--- src/cio_pkg.sv ---
// Purpose: shared constants of the camera line i/o and pulse generators
// Assumes: 32-bit classic wishbone, one clock at 125 MHz
// Notes:   offsets are byte addresses of aligned words
//
// Contract
// - input line levels at bits 3, 4, 13
// - output line levels at bits 0, 11
// - low reads as 0, high as 1
// - exposure window routable to connector outputs
// - window covers exposure plus sensor offset time
// - selector picks common, red, green or blue window
// - common follows longest exposure channel
// - clear source chosen from listed internal signals
// - generator never clears from its own output
// - generator has rise, fall, period, span, sync mode
`default_nettype none
package cio_pkg;
  localparam int CIO_NPG = 4;
  localparam int CIO_CW  = 16; // generator count width
  localparam int CIO_SW  = 5;  // source code width
  localparam int CIO_NSRC = 18;
  // register byte offsets
  localparam logic [7:0] CIO_A_LEVELS = 8'h00;
  localparam logic [7:0] CIO_A_OUTSEL = 8'h04;
  localparam logic [7:0] CIO_A_EXPO   = 8'h08;
  localparam logic [7:0] CIO_A_PGCLR  = 8'h0C;
  localparam logic [7:0] CIO_A_PGBASE = 8'h10; // + 16*g
  localparam logic [3:0] CIO_A_RISE   = 4'h0;
  localparam logic [3:0] CIO_A_FALL   = 4'h4;
  localparam logic [3:0] CIO_A_PER    = 4'h8;
  localparam logic [3:0] CIO_A_SPAN   = 4'hC;
  // packed line level bit positions
  localparam int CIO_B_OUT1 = 0;
  localparam int CIO_B_IN1  = 3;
  localparam int CIO_B_OPT1 = 4;
  localparam int CIO_B_OUT4 = 11;
  localparam int CIO_B_IN4  = 13;
  // output select fields
  localparam int CIO_F_SEL1 = 0;
  localparam int CIO_F_INV1 = 5;
  localparam int CIO_F_SEL4 = 8;
  localparam int CIO_F_INV4 = 13;
  // exposure control fields
  localparam int CIO_F_CHSEL = 0;
  localparam int CIO_F_PERCH = 2;
  localparam int CIO_F_SWOUT = 4;
  // clear control: one byte per generator
  localparam int CIO_F_CLRSEL = 0;
  localparam int CIO_F_ASYNC  = 5;
  localparam int CIO_CLR_STEP = 8;
  // internal source codes, shared by outputs and clears
  localparam logic [4:0] CIO_S_EXPO = 5'h00;
  localparam logic [4:0] CIO_S_LINE_VALID_STROBE = 5'h01;
  localparam logic [4:0] CIO_S_PG0  = 5'h02;
  localparam logic [4:0] CIO_S_SW0  = 5'h06;
  localparam logic [4:0] CIO_S_IN1  = 5'h0A;
  localparam logic [4:0] CIO_S_OPT1 = 5'h0B;
  localparam logic [4:0] CIO_S_IN4  = 5'h0C;
  localparam logic [4:0] CIO_S_LB0  = 5'h0D;
  localparam logic [4:0] CIO_S_ENC  = 5'h11;
  localparam logic [4:0] CIO_S_NONE = 5'h1F;
  // reset values
  localparam logic [31:0] CIO_R_OUTSEL = 32'h00001F1F;
  localparam logic [31:0] CIO_R_EXPO   = 32'h00000000;
  localparam logic [31:0] CIO_R_PGCLR  = 32'h1F1F1F1F;
  localparam logic [15:0] CIO_R_PER    = 16'h000A;
  localparam logic [15:0] CIO_R_ZERO   = 16'h0000;
  typedef enum logic [1:0] {
    CIO_CH_COMMON = 2'h0,
    CIO_CH_RED    = 2'h1,
    CIO_CH_GREEN  = 2'h2,
    CIO_CH_BLUE   = 2'h3
  } cio_chsel_t;
endpackage
`default_nettype wire

--- src/cio_pg_if.sv ---
// Purpose: settings and output of one pulse generator
// Assumes: driven by the top, read by the generator
// Notes:   ctl side drives settings, pg side drives pulse
`timescale 1ns/100ps
`default_nettype none
interface cio_pg_if;
  import cio_pkg::*;
  logic [CIO_CW-1:0] rise;
  logic [CIO_CW-1:0] fall;
  logic [CIO_CW-1:0] period;
  logic [CIO_CW-1:0] span;
  logic              clr;
  logic              async_clr;
  logic              pulse;
  modport ctl (output rise, fall, period, span, clr, async_clr,
               input pulse);
  modport pg  (input rise, fall, period, span, clr, async_clr,
               output pulse);
endinterface
`default_nettype wire

--- src/cio_pulse_gen.sv ---
// Purpose: one periodic pulse generator with restart on clear
// Assumes: clear source already picked and free of own output
// Notes:   period 0 behaves as period 1
`timescale 1ns/100ps
`default_nettype none
module cio_pulse_gen
  import cio_pkg::*;
(
  input  wire logic clk_i,
  input  wire logic rst_i,
  cio_pg_if.pg      pg
);
  logic [CIO_CW-1:0] cnt_r;
  logic              clr_d_r;
  logic              pulse_r;
  logic              restart;
  logic [CIO_CW-1:0] stop;
  logic [CIO_CW-1:0] last;

  // synced mode restarts on a rising clear, async holds while high
  assign restart = pg.async_clr ? pg.clr : (pg.clr & ~clr_d_r);
  // a nonzero span overrides the fall point
  assign stop = (pg.span != CIO_R_ZERO) ?
                CIO_CW'(pg.rise + pg.span) : pg.fall;
  assign last = (pg.period == CIO_R_ZERO) ?
                CIO_R_ZERO : CIO_CW'(pg.period - 1'b1);

  // edge memory for synced clear
  always_ff @(posedge clk_i) begin
    if (rst_i) begin
      clr_d_r <= 1'b0;
    end else begin
      clr_d_r <= pg.clr;
    end
  end

  // period counter, restarted by clear
  always_ff @(posedge clk_i) begin
    if (rst_i) begin
      cnt_r <= CIO_R_ZERO;
    end else if (restart || cnt_r >= last) begin
      cnt_r <= CIO_R_ZERO;
    end else begin
      cnt_r <= cnt_r + 1'b1;
    end
  end

  // output high between rise and stop in each period
  always_ff @(posedge clk_i) begin
    if (rst_i) begin
      pulse_r <= 1'b0;
    end else begin
      pulse_r <= ~(pg.async_clr & pg.clr) &
                 (cnt_r >= pg.rise) & (cnt_r < stop);
    end
  end

  assign pg.pulse = pulse_r;
endmodule
`default_nettype wire

--- src/cio_top.sv ---
// Purpose: camera line i/o routing, exposure window and pulse generators
// Assumes: sensor channel windows and strobes come from this clock
// Notes:   registers on classic wishbone, ack one cycle after request
`timescale 1ns/100ps
`default_nettype none
module cio_top
  import cio_pkg::*;
(
  input  wire logic        clk_i,
  input  wire logic        rst_i,
  // wishbone slave
  input  wire logic        cyc_i,
  input  wire logic        stb_i,
  input  wire logic        we_i,
  input  wire logic [7:0]  adr_i,
  input  wire logic [3:0]  sel_i,
  input  wire logic [31:0] dat_i,
  output logic      [31:0] dat_o,
  output logic             ack_o,
  // connector pins
  input  wire logic        ttl_in1_i,
  input  wire logic        opto_in1_i,
  input  wire logic        ttl_in4_i,
  output logic             ttl_out1_o,
  output logic             ttl_out4_o,
  // internal signals from the camera core
  input  wire logic [2:0]  expo_ch_i,
  input  wire logic        line_valid_strobe_i,
  input  wire logic [3:0]  logic_block_i,
  input  wire logic        encoder_derived_trigger_i
);
  // registers
  logic [31:0]       outsel_r;
  logic [31:0]       expo_r;
  logic [31:0]       pgclr_r;
  logic [CIO_CW-1:0] rise_r   [CIO_NPG];
  logic [CIO_CW-1:0] fall_r   [CIO_NPG];
  logic [CIO_CW-1:0] period_r [CIO_NPG];
  logic [CIO_CW-1:0] span_r   [CIO_NPG];
  logic              ack_r;
  logic [31:0]       dat_r;
  // pin synchronisers
  logic [2:0]        pin_s1_r;
  logic [2:0]        pin_s2_r;
  // routing
  logic [CIO_NSRC-1:0] src;
  logic [CIO_NPG-1:0]  pg_out;
  logic                expo_win;
  logic                out1_r;
  logic                out4_r;
  logic [31:0]         levels;
  logic                req;
  logic [3:0]          pg_idx;
  logic                pg_hit;

  // pick one source by code; unknown codes give low
  function automatic logic src_pick(input logic [CIO_NSRC-1:0] s,
                                    input logic [CIO_SW-1:0] code);
    src_pick = (32'(code) < CIO_NSRC) ? s[code] : 1'b0;
  endfunction

  // merge write data into a word under byte enables
  function automatic logic [31:0] wmerge(input logic [31:0] old,
                                         input logic [31:0] nw,
                                         input logic [3:0] be);
    for (int b = 0; b < 4; b++) begin
      wmerge[8*b +: 8] = be[b] ? nw[8*b +: 8] : old[8*b +: 8];
    end
  endfunction

  // two flops on every pin before any logic looks at it
  always_ff @(posedge clk_i) begin
    if (rst_i) begin
      pin_s1_r <= 3'h0;
      pin_s2_r <= 3'h0;
    end else begin
      pin_s1_r <= {ttl_in4_i, opto_in1_i, ttl_in1_i};
      pin_s2_r <= pin_s1_r;
    end
  end

  // exposure window; sensor channel windows already carry the offset
  // time, so the routed signal spans exposure plus offset
  always_comb begin
    unique case (cio_chsel_t'(expo_r[CIO_F_CHSEL +: 2]))
      // all channels end together, so the union tracks the
      // channel that started first, i.e. the longest one
      CIO_CH_COMMON: expo_win = expo_r[CIO_F_PERCH] ?
                                (|expo_ch_i) : expo_ch_i[0];
      CIO_CH_RED:    expo_win = expo_ch_i[0];
      CIO_CH_GREEN:  expo_win = expo_ch_i[1];
      CIO_CH_BLUE:   expo_win = expo_ch_i[2];
    endcase
  end
  // note: is met by taking the sensor window, not a timer

  // shared source bus for output routing and generator clears
  always_comb begin
    src = '0;
    src[CIO_S_EXPO] = expo_win;
    src[CIO_S_LINE_VALID_STROBE] = line_valid_strobe_i;
    src[CIO_S_PG0 +: CIO_NPG] = pg_out;
    src[CIO_S_SW0 +: 4] = expo_r[CIO_F_SWOUT +: 4];
    src[CIO_S_IN1]  = pin_s2_r[0];
    src[CIO_S_OPT1] = pin_s2_r[1];
    src[CIO_S_IN4]  = pin_s2_r[2];
    src[CIO_S_LB0 +: 4] = logic_block_i;
    src[CIO_S_ENC]  = encoder_derived_trigger_i;
  end

  // pulse generators, each on its own settings bundle
  for (genvar g = 0; g < CIO_NPG; g++) begin : g_pg
    cio_pg_if pif ();
    logic [CIO_SW-1:0] csel;
    assign csel = pgclr_r[g*CIO_CLR_STEP + CIO_F_CLRSEL +: CIO_SW];
    assign pif.rise   = rise_r[g];
    assign pif.fall   = fall_r[g];
    assign pif.period = period_r[g];
    assign pif.span   = span_r[g];
    // own output as clear is refused: it would restart itself on each of its own pulses
    assign pif.clr = (csel == CIO_SW'(CIO_S_PG0 + g)) ? 1'b0 :
                     src_pick(src, csel);
    assign pif.async_clr = pgclr_r[g*CIO_CLR_STEP + CIO_F_ASYNC];
    assign pg_out[g] = pif.pulse;
    cio_pulse_gen u_pg (
      .clk_i (clk_i),
      .rst_i (rst_i),
      .pg    (pif.pg)
    );
  end

  // output lines: selected source, optional inversion
  always_ff @(posedge clk_i) begin
    if (rst_i) begin
      out1_r <= 1'b0;
      out4_r <= 1'b0;
    end else begin
      out1_r <= src_pick(src, outsel_r[CIO_F_SEL1 +: CIO_SW]) ^
                outsel_r[CIO_F_INV1];
      out4_r <= src_pick(src, outsel_r[CIO_F_SEL4 +: CIO_SW]) ^
                outsel_r[CIO_F_INV4];
    end
  end
  assign ttl_out1_o = out1_r;
  assign ttl_out4_o = out4_r;

  // packed levels: high reads 1, low reads 0, no inversion on inputs
  always_comb begin
    levels = '0;
    levels[CIO_B_OUT1] = out1_r;
    levels[CIO_B_OUT4] = out4_r;
    levels[CIO_B_IN1]  = pin_s2_r[0];
    levels[CIO_B_OPT1] = pin_s2_r[1];
    levels[CIO_B_IN4]  = pin_s2_r[2];
  end

  // bus decode
  assign req    = cyc_i & stb_i & ~ack_r;
  assign pg_idx = 4'(adr_i[7:4] - 4'h1);
  assign pg_hit = (adr_i >= CIO_A_PGBASE) &&
                  (32'(pg_idx) < CIO_NPG) && (adr_i[1:0] == 2'b00);

  // ack one cycle after the request, dropped the cycle after
  always_ff @(posedge clk_i) begin
    if (rst_i) begin
      ack_r <= 1'b0;
    end else begin
      ack_r <= req;
    end
  end
  assign ack_o = ack_r;

  // read data captured with the request; unmapped reads as zero
  always_ff @(posedge clk_i) begin
    if (rst_i) begin
      dat_r <= 32'h00000000;
    end else if (req) begin
      dat_r <= 32'h00000000;
      if (pg_hit) begin
        unique case (adr_i[3:0])
          CIO_A_RISE: dat_r <= 32'(rise_r[pg_idx[1:0]]);
          CIO_A_FALL: dat_r <= 32'(fall_r[pg_idx[1:0]]);
          CIO_A_PER:  dat_r <= 32'(period_r[pg_idx[1:0]]);
          CIO_A_SPAN: dat_r <= 32'(span_r[pg_idx[1:0]]);
          default:    dat_r <= 32'h00000000;
        endcase
      end else begin
        unique case (adr_i)
          CIO_A_LEVELS: dat_r <= levels;
          CIO_A_OUTSEL: dat_r <= outsel_r;
          CIO_A_EXPO:   dat_r <= expo_r;
          CIO_A_PGCLR:  dat_r <= pgclr_r;
          default:      dat_r <= 32'h00000000;
        endcase
      end
    end
  end
  assign dat_o = dat_r;

  // control registers; writes land with the request cycle, the
  // value is visible before the master samples ack
  always_ff @(posedge clk_i) begin
    if (rst_i) begin
      outsel_r <= CIO_R_OUTSEL;
      expo_r   <= CIO_R_EXPO;
      pgclr_r  <= CIO_R_PGCLR;
    end else if (req && we_i) begin
      if (adr_i == CIO_A_OUTSEL) begin
        outsel_r <= wmerge(outsel_r, dat_i, sel_i);
      end
      if (adr_i == CIO_A_EXPO) begin
        expo_r <= wmerge(expo_r, dat_i, sel_i);
      end
      if (adr_i == CIO_A_PGCLR) begin
        pgclr_r <= wmerge(pgclr_r, dat_i, sel_i);
      end
    end
  end

  // generator settings, low half-word only
  always_ff @(posedge clk_i) begin
    if (rst_i) begin
      for (int g = 0; g < CIO_NPG; g++) begin
        rise_r[g]   <= CIO_R_ZERO;
        fall_r[g]   <= CIO_R_ZERO;
        period_r[g] <= CIO_R_PER;
        span_r[g]   <= CIO_R_ZERO;
      end
    end else if (req && we_i && pg_hit) begin
      unique case (adr_i[3:0])
        // upper half-word of the merged word is dropped on purpose
        CIO_A_RISE: rise_r[pg_idx[1:0]] <=
                      CIO_CW'(wmerge(32'(rise_r[pg_idx[1:0]]),
                                     dat_i, sel_i));
        CIO_A_FALL: fall_r[pg_idx[1:0]] <=
                      CIO_CW'(wmerge(32'(fall_r[pg_idx[1:0]]),
                                     dat_i, sel_i));
        CIO_A_PER:  period_r[pg_idx[1:0]] <=
                      CIO_CW'(wmerge(32'(period_r[pg_idx[1:0]]),
                                     dat_i, sel_i));
        CIO_A_SPAN: span_r[pg_idx[1:0]] <=
                      CIO_CW'(wmerge(32'(span_r[pg_idx[1:0]]),
                                     dat_i, sel_i));
        default: ;
      endcase
    end
  end
endmodule
`default_nettype wire

--- config.mk ---
export PLATFORM = sky130hd
export DESIGN_NAME = cio_top
export DESIGN_NICKNAME = d
export VERILOG_FILES = /design/src/cio_pkg.sv /design/src/cio_pg_if.sv /design/src/cio_pulse_gen.sv /design/src/cio_top.sv
export SDC_FILE = /design/constraint.sdc
export NUM_CORES = 1
export LEC_CHECK = 0
export BUFFER_PORTS_ARGS = -buffer_cell sky130_fd_sc_hd__buf_2
export CORE_UTILIZATION = 45
export DETAILED_ROUTE_END_ITERATION = 10
export PLACE_DENSITY = 0.67
export SLEW_MARGIN = 40
export SYNTH_ARGS = -nofsm -noshare
export SYNTH_HDL_FRONTEND = slang
export SYNTH_SLANG_ARGS = --single-unit
--- constraint.sdc ---
create_clock -name clk_i -period 5.5 [get_ports clk_i]
set_clock_uncertainty 0.2 [all_clocks]
set_input_delay 0.825 -clock clk_i [delete_from_list [all_inputs] [get_ports clk_i]]
set_output_delay 0.825 -clock clk_i [all_outputs]
set_load 0.01 [all_outputs]
### Word-level counts from Yosys, hierarchy flattened

Memory sizes are Yosys's and may differ from the RTL's.
Cells that the tools add are included.

| word-level totals | value |
|---|---|
| register bits after elaboration | 209 |
| memory bits (writable) | 256 |
| output and inout bits | 35 |
| word-level logic and storage cells | 233 |
| memories | 4 |

| operators by class | value |
|---|---|
| $add $sub $neg | 13 |
| order comparisons | 26 |
| equality and inequality tests | 13 |
| multiplexer cells | 77 |
| bitwise gates (word level) | 29 |
| reductions and logical operators | 41 |

Memory list:

| memory | words | bits a word | read ports | clocked after Yosys merged registers in | write ports | RTL line | source |
|---|---|---|---|---|---|---|---|
| fall_r | 4 | 16 | 5 | 0 | 4 | cio_top.sv:37 | `logic [CIO_CW-1:0] fall_r [CIO_NPG];` |
| period_r | 4 | 16 | 5 | 0 | 4 | cio_top.sv:38 | `logic [CIO_CW-1:0] period_r [CIO_NPG];` |
| rise_r | 4 | 16 | 5 | 0 | 4 | cio_top.sv:36 | `logic [CIO_CW-1:0] rise_r [CIO_NPG];` |
| span_r | 4 | 16 | 5 | 0 | 4 | cio_top.sv:39 | `logic [CIO_CW-1:0] span_r [CIO_NPG];` |

Operators by type and width:

| kind | count |
|---|---|
| 16-bit two-way mux | 12 |
| 16-bit >= comparator | 8 |
| 32-bit case mux with 4 select lines | 1 |
| 16-bit by 1-bit adder with 16-bit output, second input constant | 4 |
| 16-bit adder | 4 |
| 16-bit logical NOT | 4 |
| 16-bit < comparator | 4 |
| 8-bit two-way mux | 8 |
| 16-bit case mux with 4 select lines | 1 |
| 16-bit nonzero test | 4 |
| 16-bit OR reduction | 4 |
| 16-bit by 1-bit subtractor with 16-bit output, second input constant | 4 |
| 1-bit two-way mux | 43 |
| 5-bit by 6-bit < comparator with 1-bit output, second input constant | 6 |
| 3-bit AND reduction | 12 |
| 32-bit two-way mux | 1 |
| 1-bit binary-select mux with 5-bit select | 6 |
| 5-bit < comparator, second input constant | 6 |
| 1-bit bitwise AND | 18 |
| 8-bit by 4-bit == test with 1-bit output, second input constant | 2 |
| 5-bit by 2-bit == test with 1-bit output, second input constant | 2 |
| 5-bit by 3-bit == test with 1-bit output, second input constant | 2 |
| 1-bit NOT | 9 |
| 4-bit == test, second input constant | 2 |
| 17 further kinds | 32 |

### Logic depth before layout (Yosys ltp)

| logic depth | value |
|---|---|
| word-level depth | 11 |
| gate-level depth with buffers | 15 |
| mapped depth without buffers | 15 |

### By module

From an unflattened synthesis, not the netlist that was laid out.

| unflattened totals | value |
|---|---|
| cells, all modules | 3,011 |
| area total of the unflattened synthesis | 30,489.2 µm² |

Modules (own cells, without submodules):

| module | times used | cells each | area each (µm²) | sequential area each (µm²) |
|---|---|---|---|---|
| cio_top | 1 | 1,479 | 18,550.3 | 10,430.0 |
| cio_pulse_gen at g_pg[0].u_pg ... | 3 | 381 | 2,977.9 | 360.3 |
| cio_pulse_gen at g_pg[1].u_pg | 1 | 389 | 3,005.4 | 360.3 |

### Worst setup path after synthesis

No wires, ideal clock.

| timing | value |
|---|---|
| kind | input -> register |
| start point | in adr_i[4] |
| end point | mem rise_r[1][0], enable pin |
| library setup time | 0.392 ns |
| arrival time | 4.215 ns |
| required time | 4.908 ns |
| slack | 0.693 ns |
| stages | 12 |
| path buffers | 7 |
| cell sequence | buf_4 > buf_2 > buf_4 > buf_2 > inv_1 > ha_1 > buf_2 > buf_1 > clkbuf_1 > nor2b_1 > nand4_1 > o21bai_1 |

RTL lines:

| item | RTL line | source |
|---|---|---|
| from (decl) | cio_top.sv:15 | `input wire logic [7:0] adr_i,` |
| to (decl) | cio_top.sv:36 |  |

==> results.sh <==
export IMPL_setup_viol=0
export IMPL_core_area_sq_um=66200
export IMPL_cts_buffer_depth=3
export IMPL_num_io_pins=96
export IMPL_synth_main_ff_cell="edfxtp_1"
export IMPL_fmax_mhz=231
export IMPL_power_density_nw_per_um2=255
export IMPL_r2r_start="rise_r[3][5]"
export IMPL_synthArstFlopShare_pct=0
export IMPL_grt_usage_pct=32.6
export IMPL_grt_pass1_vias=24300
export IMPL_synth_fp_nets=3455
export IMPL_cp_required_ns=5.79
export IMPL_outcome="complete, no violations"
export IMPL_post_cts_buffers=0
export IMPL_start_util_pct=45.7
export IMPL_p_total_uw=8540
export IMPL_grt_setup_unrepaired="no"
export IMPL_die_h_um=261
export IMPL_synth_compound_area_share_pct=11.7
export IMPL_wirelength_um=112000
export IMPL_antenna_found_initial=3
export IMPL_holdBufCountCts=0
export IMPL_h_tree_depth=2
export IMPL_detail_route_antenna_nets=0
export IMPL_first_iter_violations=3301
export IMPL_gp_congestion=1.04
export IMPL_holdPathStages=2
export IMPL_maxSlewHeadroom_pct=39.3
export IMPL_portBuffers=95
export IMPL_fin_setup_tns_ns=0
export IMPL_netlist_instances=3129
export IMPL_cts_sinks=465
export IMPL_setup_worst_path_class="reg -> reg"
export IMPL_drcViolationCount=0
export IMPL_ys_seq_elements=465
export IMPL_cts_tree="built"
export IMPL_cp_arrival_ns=4.63
export IMPL_synth_edf_count=256
export IMPL_dp_cells=3991
export IMPL_overflow=0
export IMPL_reg2reg_to="g_pg[3].u_pg.pg.pulse"
export IMPL_finalCritPeriodShare_pct=78.9
export IMPL_num_nets_final=3507
export IMPL_wl_per_cell_um=27.4
export IMPL_fp_dieW_um=261
export IMPL_hold_end="pin_s1_r[1]"
export IMPL_routed_via_density=6.40
export IMPL_final_common_cell="nor2_1"
export IMPL_finalMaxSlewViolations=0
export IMPL_fin_crit_ns=4.34
export IMPL_leakagePower_uw=0.0138
export IMPL_clk_latency_ns=0.63
export IMPL_startpoint_type="flip-flop"
export IMPL_grt_first_pass_wirelength_um=163000
export IMPL_grt_max_degree=89
export IMPL_row_count=94
export IMPL_synthXorXnorAreaFrac_pct=4.39
export IMPL_synthAdderAreaFrac_pct=11.0
export IMPL_cts_made_buffers=52
export IMPL_ys_seq_area_share_pct=39.2
export IMPL_netlist_area_sq_um=30300
export IMPL_root_buffer="clkbuf_16"
export IMPL_hold_viol=0
export IMPL_post_dp_hpwl_um=87300
export IMPL_hp_start="opto_in1_i"
export IMPL_placed_cell_area_sq_um=31700
export IMPL_worst_pin_slew_ns=0.886
export IMPL_vias=26163
export IMPL_instances_no_fill=4085
export IMPL_layout_drive_gt1_share_pct=11.0
export IMPL_postSynthAreaPerCell_sq_um=9.68
export IMPL_synthSimpleGateAreaFrac_pct=18.8
export IMPL_hold_path_class="in -> reg"
export IMPL_die_area_sq_um=68400
export IMPL_ir_drop_mv=0.260
export IMPL_synthMuxAreaShare_pct=11.5
export IMPL_worst_setup_path_end_kind="flip-flop"
export IMPL_path_clk_slew_ns=0.06
export IMPL_critPathMaxFanout=5
export IMPL_ys_warnings_count=0
export IMPL_area_growth_pct=10.4
export IMPL_most_common_layout_cells="419 x nor2_1, 311 x nand2_1, 260 x ha_1"
export IMPL_worstRegToRegCells=12
export IMPL_ys_types=76
export IMPL_synth_top_family_by_area="simple AND/OR/NAND/NOR gates"
export IMPL_cts_resized=0
export IMPL_drv_cap=0
export IMPL_rrSetupSlack_ns=1.16
export IMPL_design_area_sq_um=33500
export IMPL_dr_pass1_iters=6
where the power goes:
| part | internal (uW) | switching [uW] | leakage [uW] |
|---|---|---|---|
| Combinational | 389 | 672 | 0.00871 |
| Sequential | 3750 | 176 | 0.00430 |
| Clock | 1980 | 1570 | 0.000819 |
| Total | 6120 | 2420 | 0.0138 |
through the flow:
step / util [%] / setup slack (ns) / hold WS (ns)
after global placement: 47.8 / 0.870 / 0.220
after CTS: 50.5 / 1.18 / 0.199
after detailed placement: 47.9 / 0.782 / 0.230
after global routing: 50.5 / 0.836 / 0.221
after floorplan: - / 0.693 / 0.214
final: 50.5 / 1.16 / 0.218
area by class of cell:
| cell class | count | area (sq um) |
|---|---|---|
| Fill cell | 6121 | 32800 |
| Multi-Input combinational cell | 2406 | 17500 |
| Clock buffer | 61 | 1400 |
| Tap cell | 864 | 1080 |
| Inverter | 114 | 428 |
| Timing Repair Buffer | 142 | 871 |
| Clock inverter | 32 | 309 |
| Sequential cell | 465 | 11900 |
| Antenna cell | 1 | 2.50 |
state kept, by name, indices dropped and copies added, names as in the netlist:
signal              cells
fall_r                 64
g_pg.u_pg.cnt_r        64
period_r               64
rise_r                 64
span_r                 64
dat_o                  32
expo_r                 32
outsel_r               32
pgclr_r                32
g_pg.u_pg.clr_d_r       4
g_pg.u_pg.pg.pulse      4
pin_s1_r                3
pin_s2_r                3
ack_o                   1
ttl_out1_o              1
ttl_out4_o              1
how the worst max path moves through the flow:
stage / endpoint / from / slack [ns] / cells past startpoint
floorplan: rise_r[1][0] / adr_i[4] / 0.69 / 12
global placement: span_r[2][12] / adr_i[4] / 0.87 / 8
detailed placement: span_r[2][1] / adr_i[4] / 0.78 / 8
CTS: g_pg[3].u_pg.pg.pulse / rise_r[3][6] / 1.18 / 12
global route: g_pg[3].u_pg.pg.pulse / rise_r[3][6] / 0.84 / 12
finish: g_pg[3].u_pg.pg.pulse / rise_r[3][5] / 1.16 / 12
synth_stat cells, types with 11 or more instances:
master | n | share of area, %
nand3_1 | 107 | 1.8
nor4_1 | 57 | 1.2
nand2_1 | 311 | 3.9
clkbuf_1 | 111 | 1.4
nor4_2 | 12 | 0.50
buf_2 | 18 | 0.30
mux4_2 | 86 | 6.4
a21o_1 | 41 | 1.0
buf_1 | 11 | 0.14
ha_1 | 261 | 11
inv_1 | 114 | 1.4
nand3b_1 | 29 | 0.72
a22oi_1 | 16 | 0.40
nor3_1 | 85 | 1.4
a221oi_1 | 15 | 0.43
nand4_1 | 38 | 0.78
o21ai_0 | 97 | 1.6
nor2_1 | 420 | 5.2
xor2_1 | 73 | 2.1
a211oi_1 | 38 | 0.94
nand2b_1 | 31 | 0.64
mux2i_1 | 148 | 4.9
a21oi_1 | 179 | 3.0
o21a_1 | 11 | 0.27
o21bai_1 | 17 | 0.42
edfxtp_1 | 256 | 25
a211o_1 | 16 | 0.46
nor2b_1 | 29 | 0.60
o211ai_1 | 16 | 0.40
and4_1 | 13 | 0.38
dfxtp_1 | 209 | 14
and3_1 | 24 | 0.50
xnor2_1 | 79 | 2.3
per-layer routing:
metal / routed length, um / global-route usage, % / share of wire, % / vias up
met5: 20 / 0 / 0.018 / -
met4: 6340 / 16.2 / 5.7 / 4
met3: 13800 / 9.19 / 12 / 330
met2: 48100 / 48.4 / 43 / 1570
met1: 43900 / 43.5 / 39 / 12588
li1: - / - / - / 11671
logic make-up after synthesis:
group | after synthesis
buffers and inverters | 258
and+or+nand+nor | 1208
adders and majority gates | 265
xor gates and xnor gates | 152
DFF | 465
AOI/OAI and AO/OA | 541
muxes | 240
critical path, stage by stage, from the launching register on:
cell and delay [ns]:
edfxtp_1 0.53, ha_1 0.41, o21ai_0 0.17, o31ai_1 0.73, a21oi_1 0.18, a311o_1 0.40, ha_1 0.29, a21o_1 0.16
a21oi_1 0.14, nor2b_1 0.07, a2111oi_0 0.28, o221ai_1 0.23, a2111oi_0 0.42
Power figures use the tool's default switching activity.
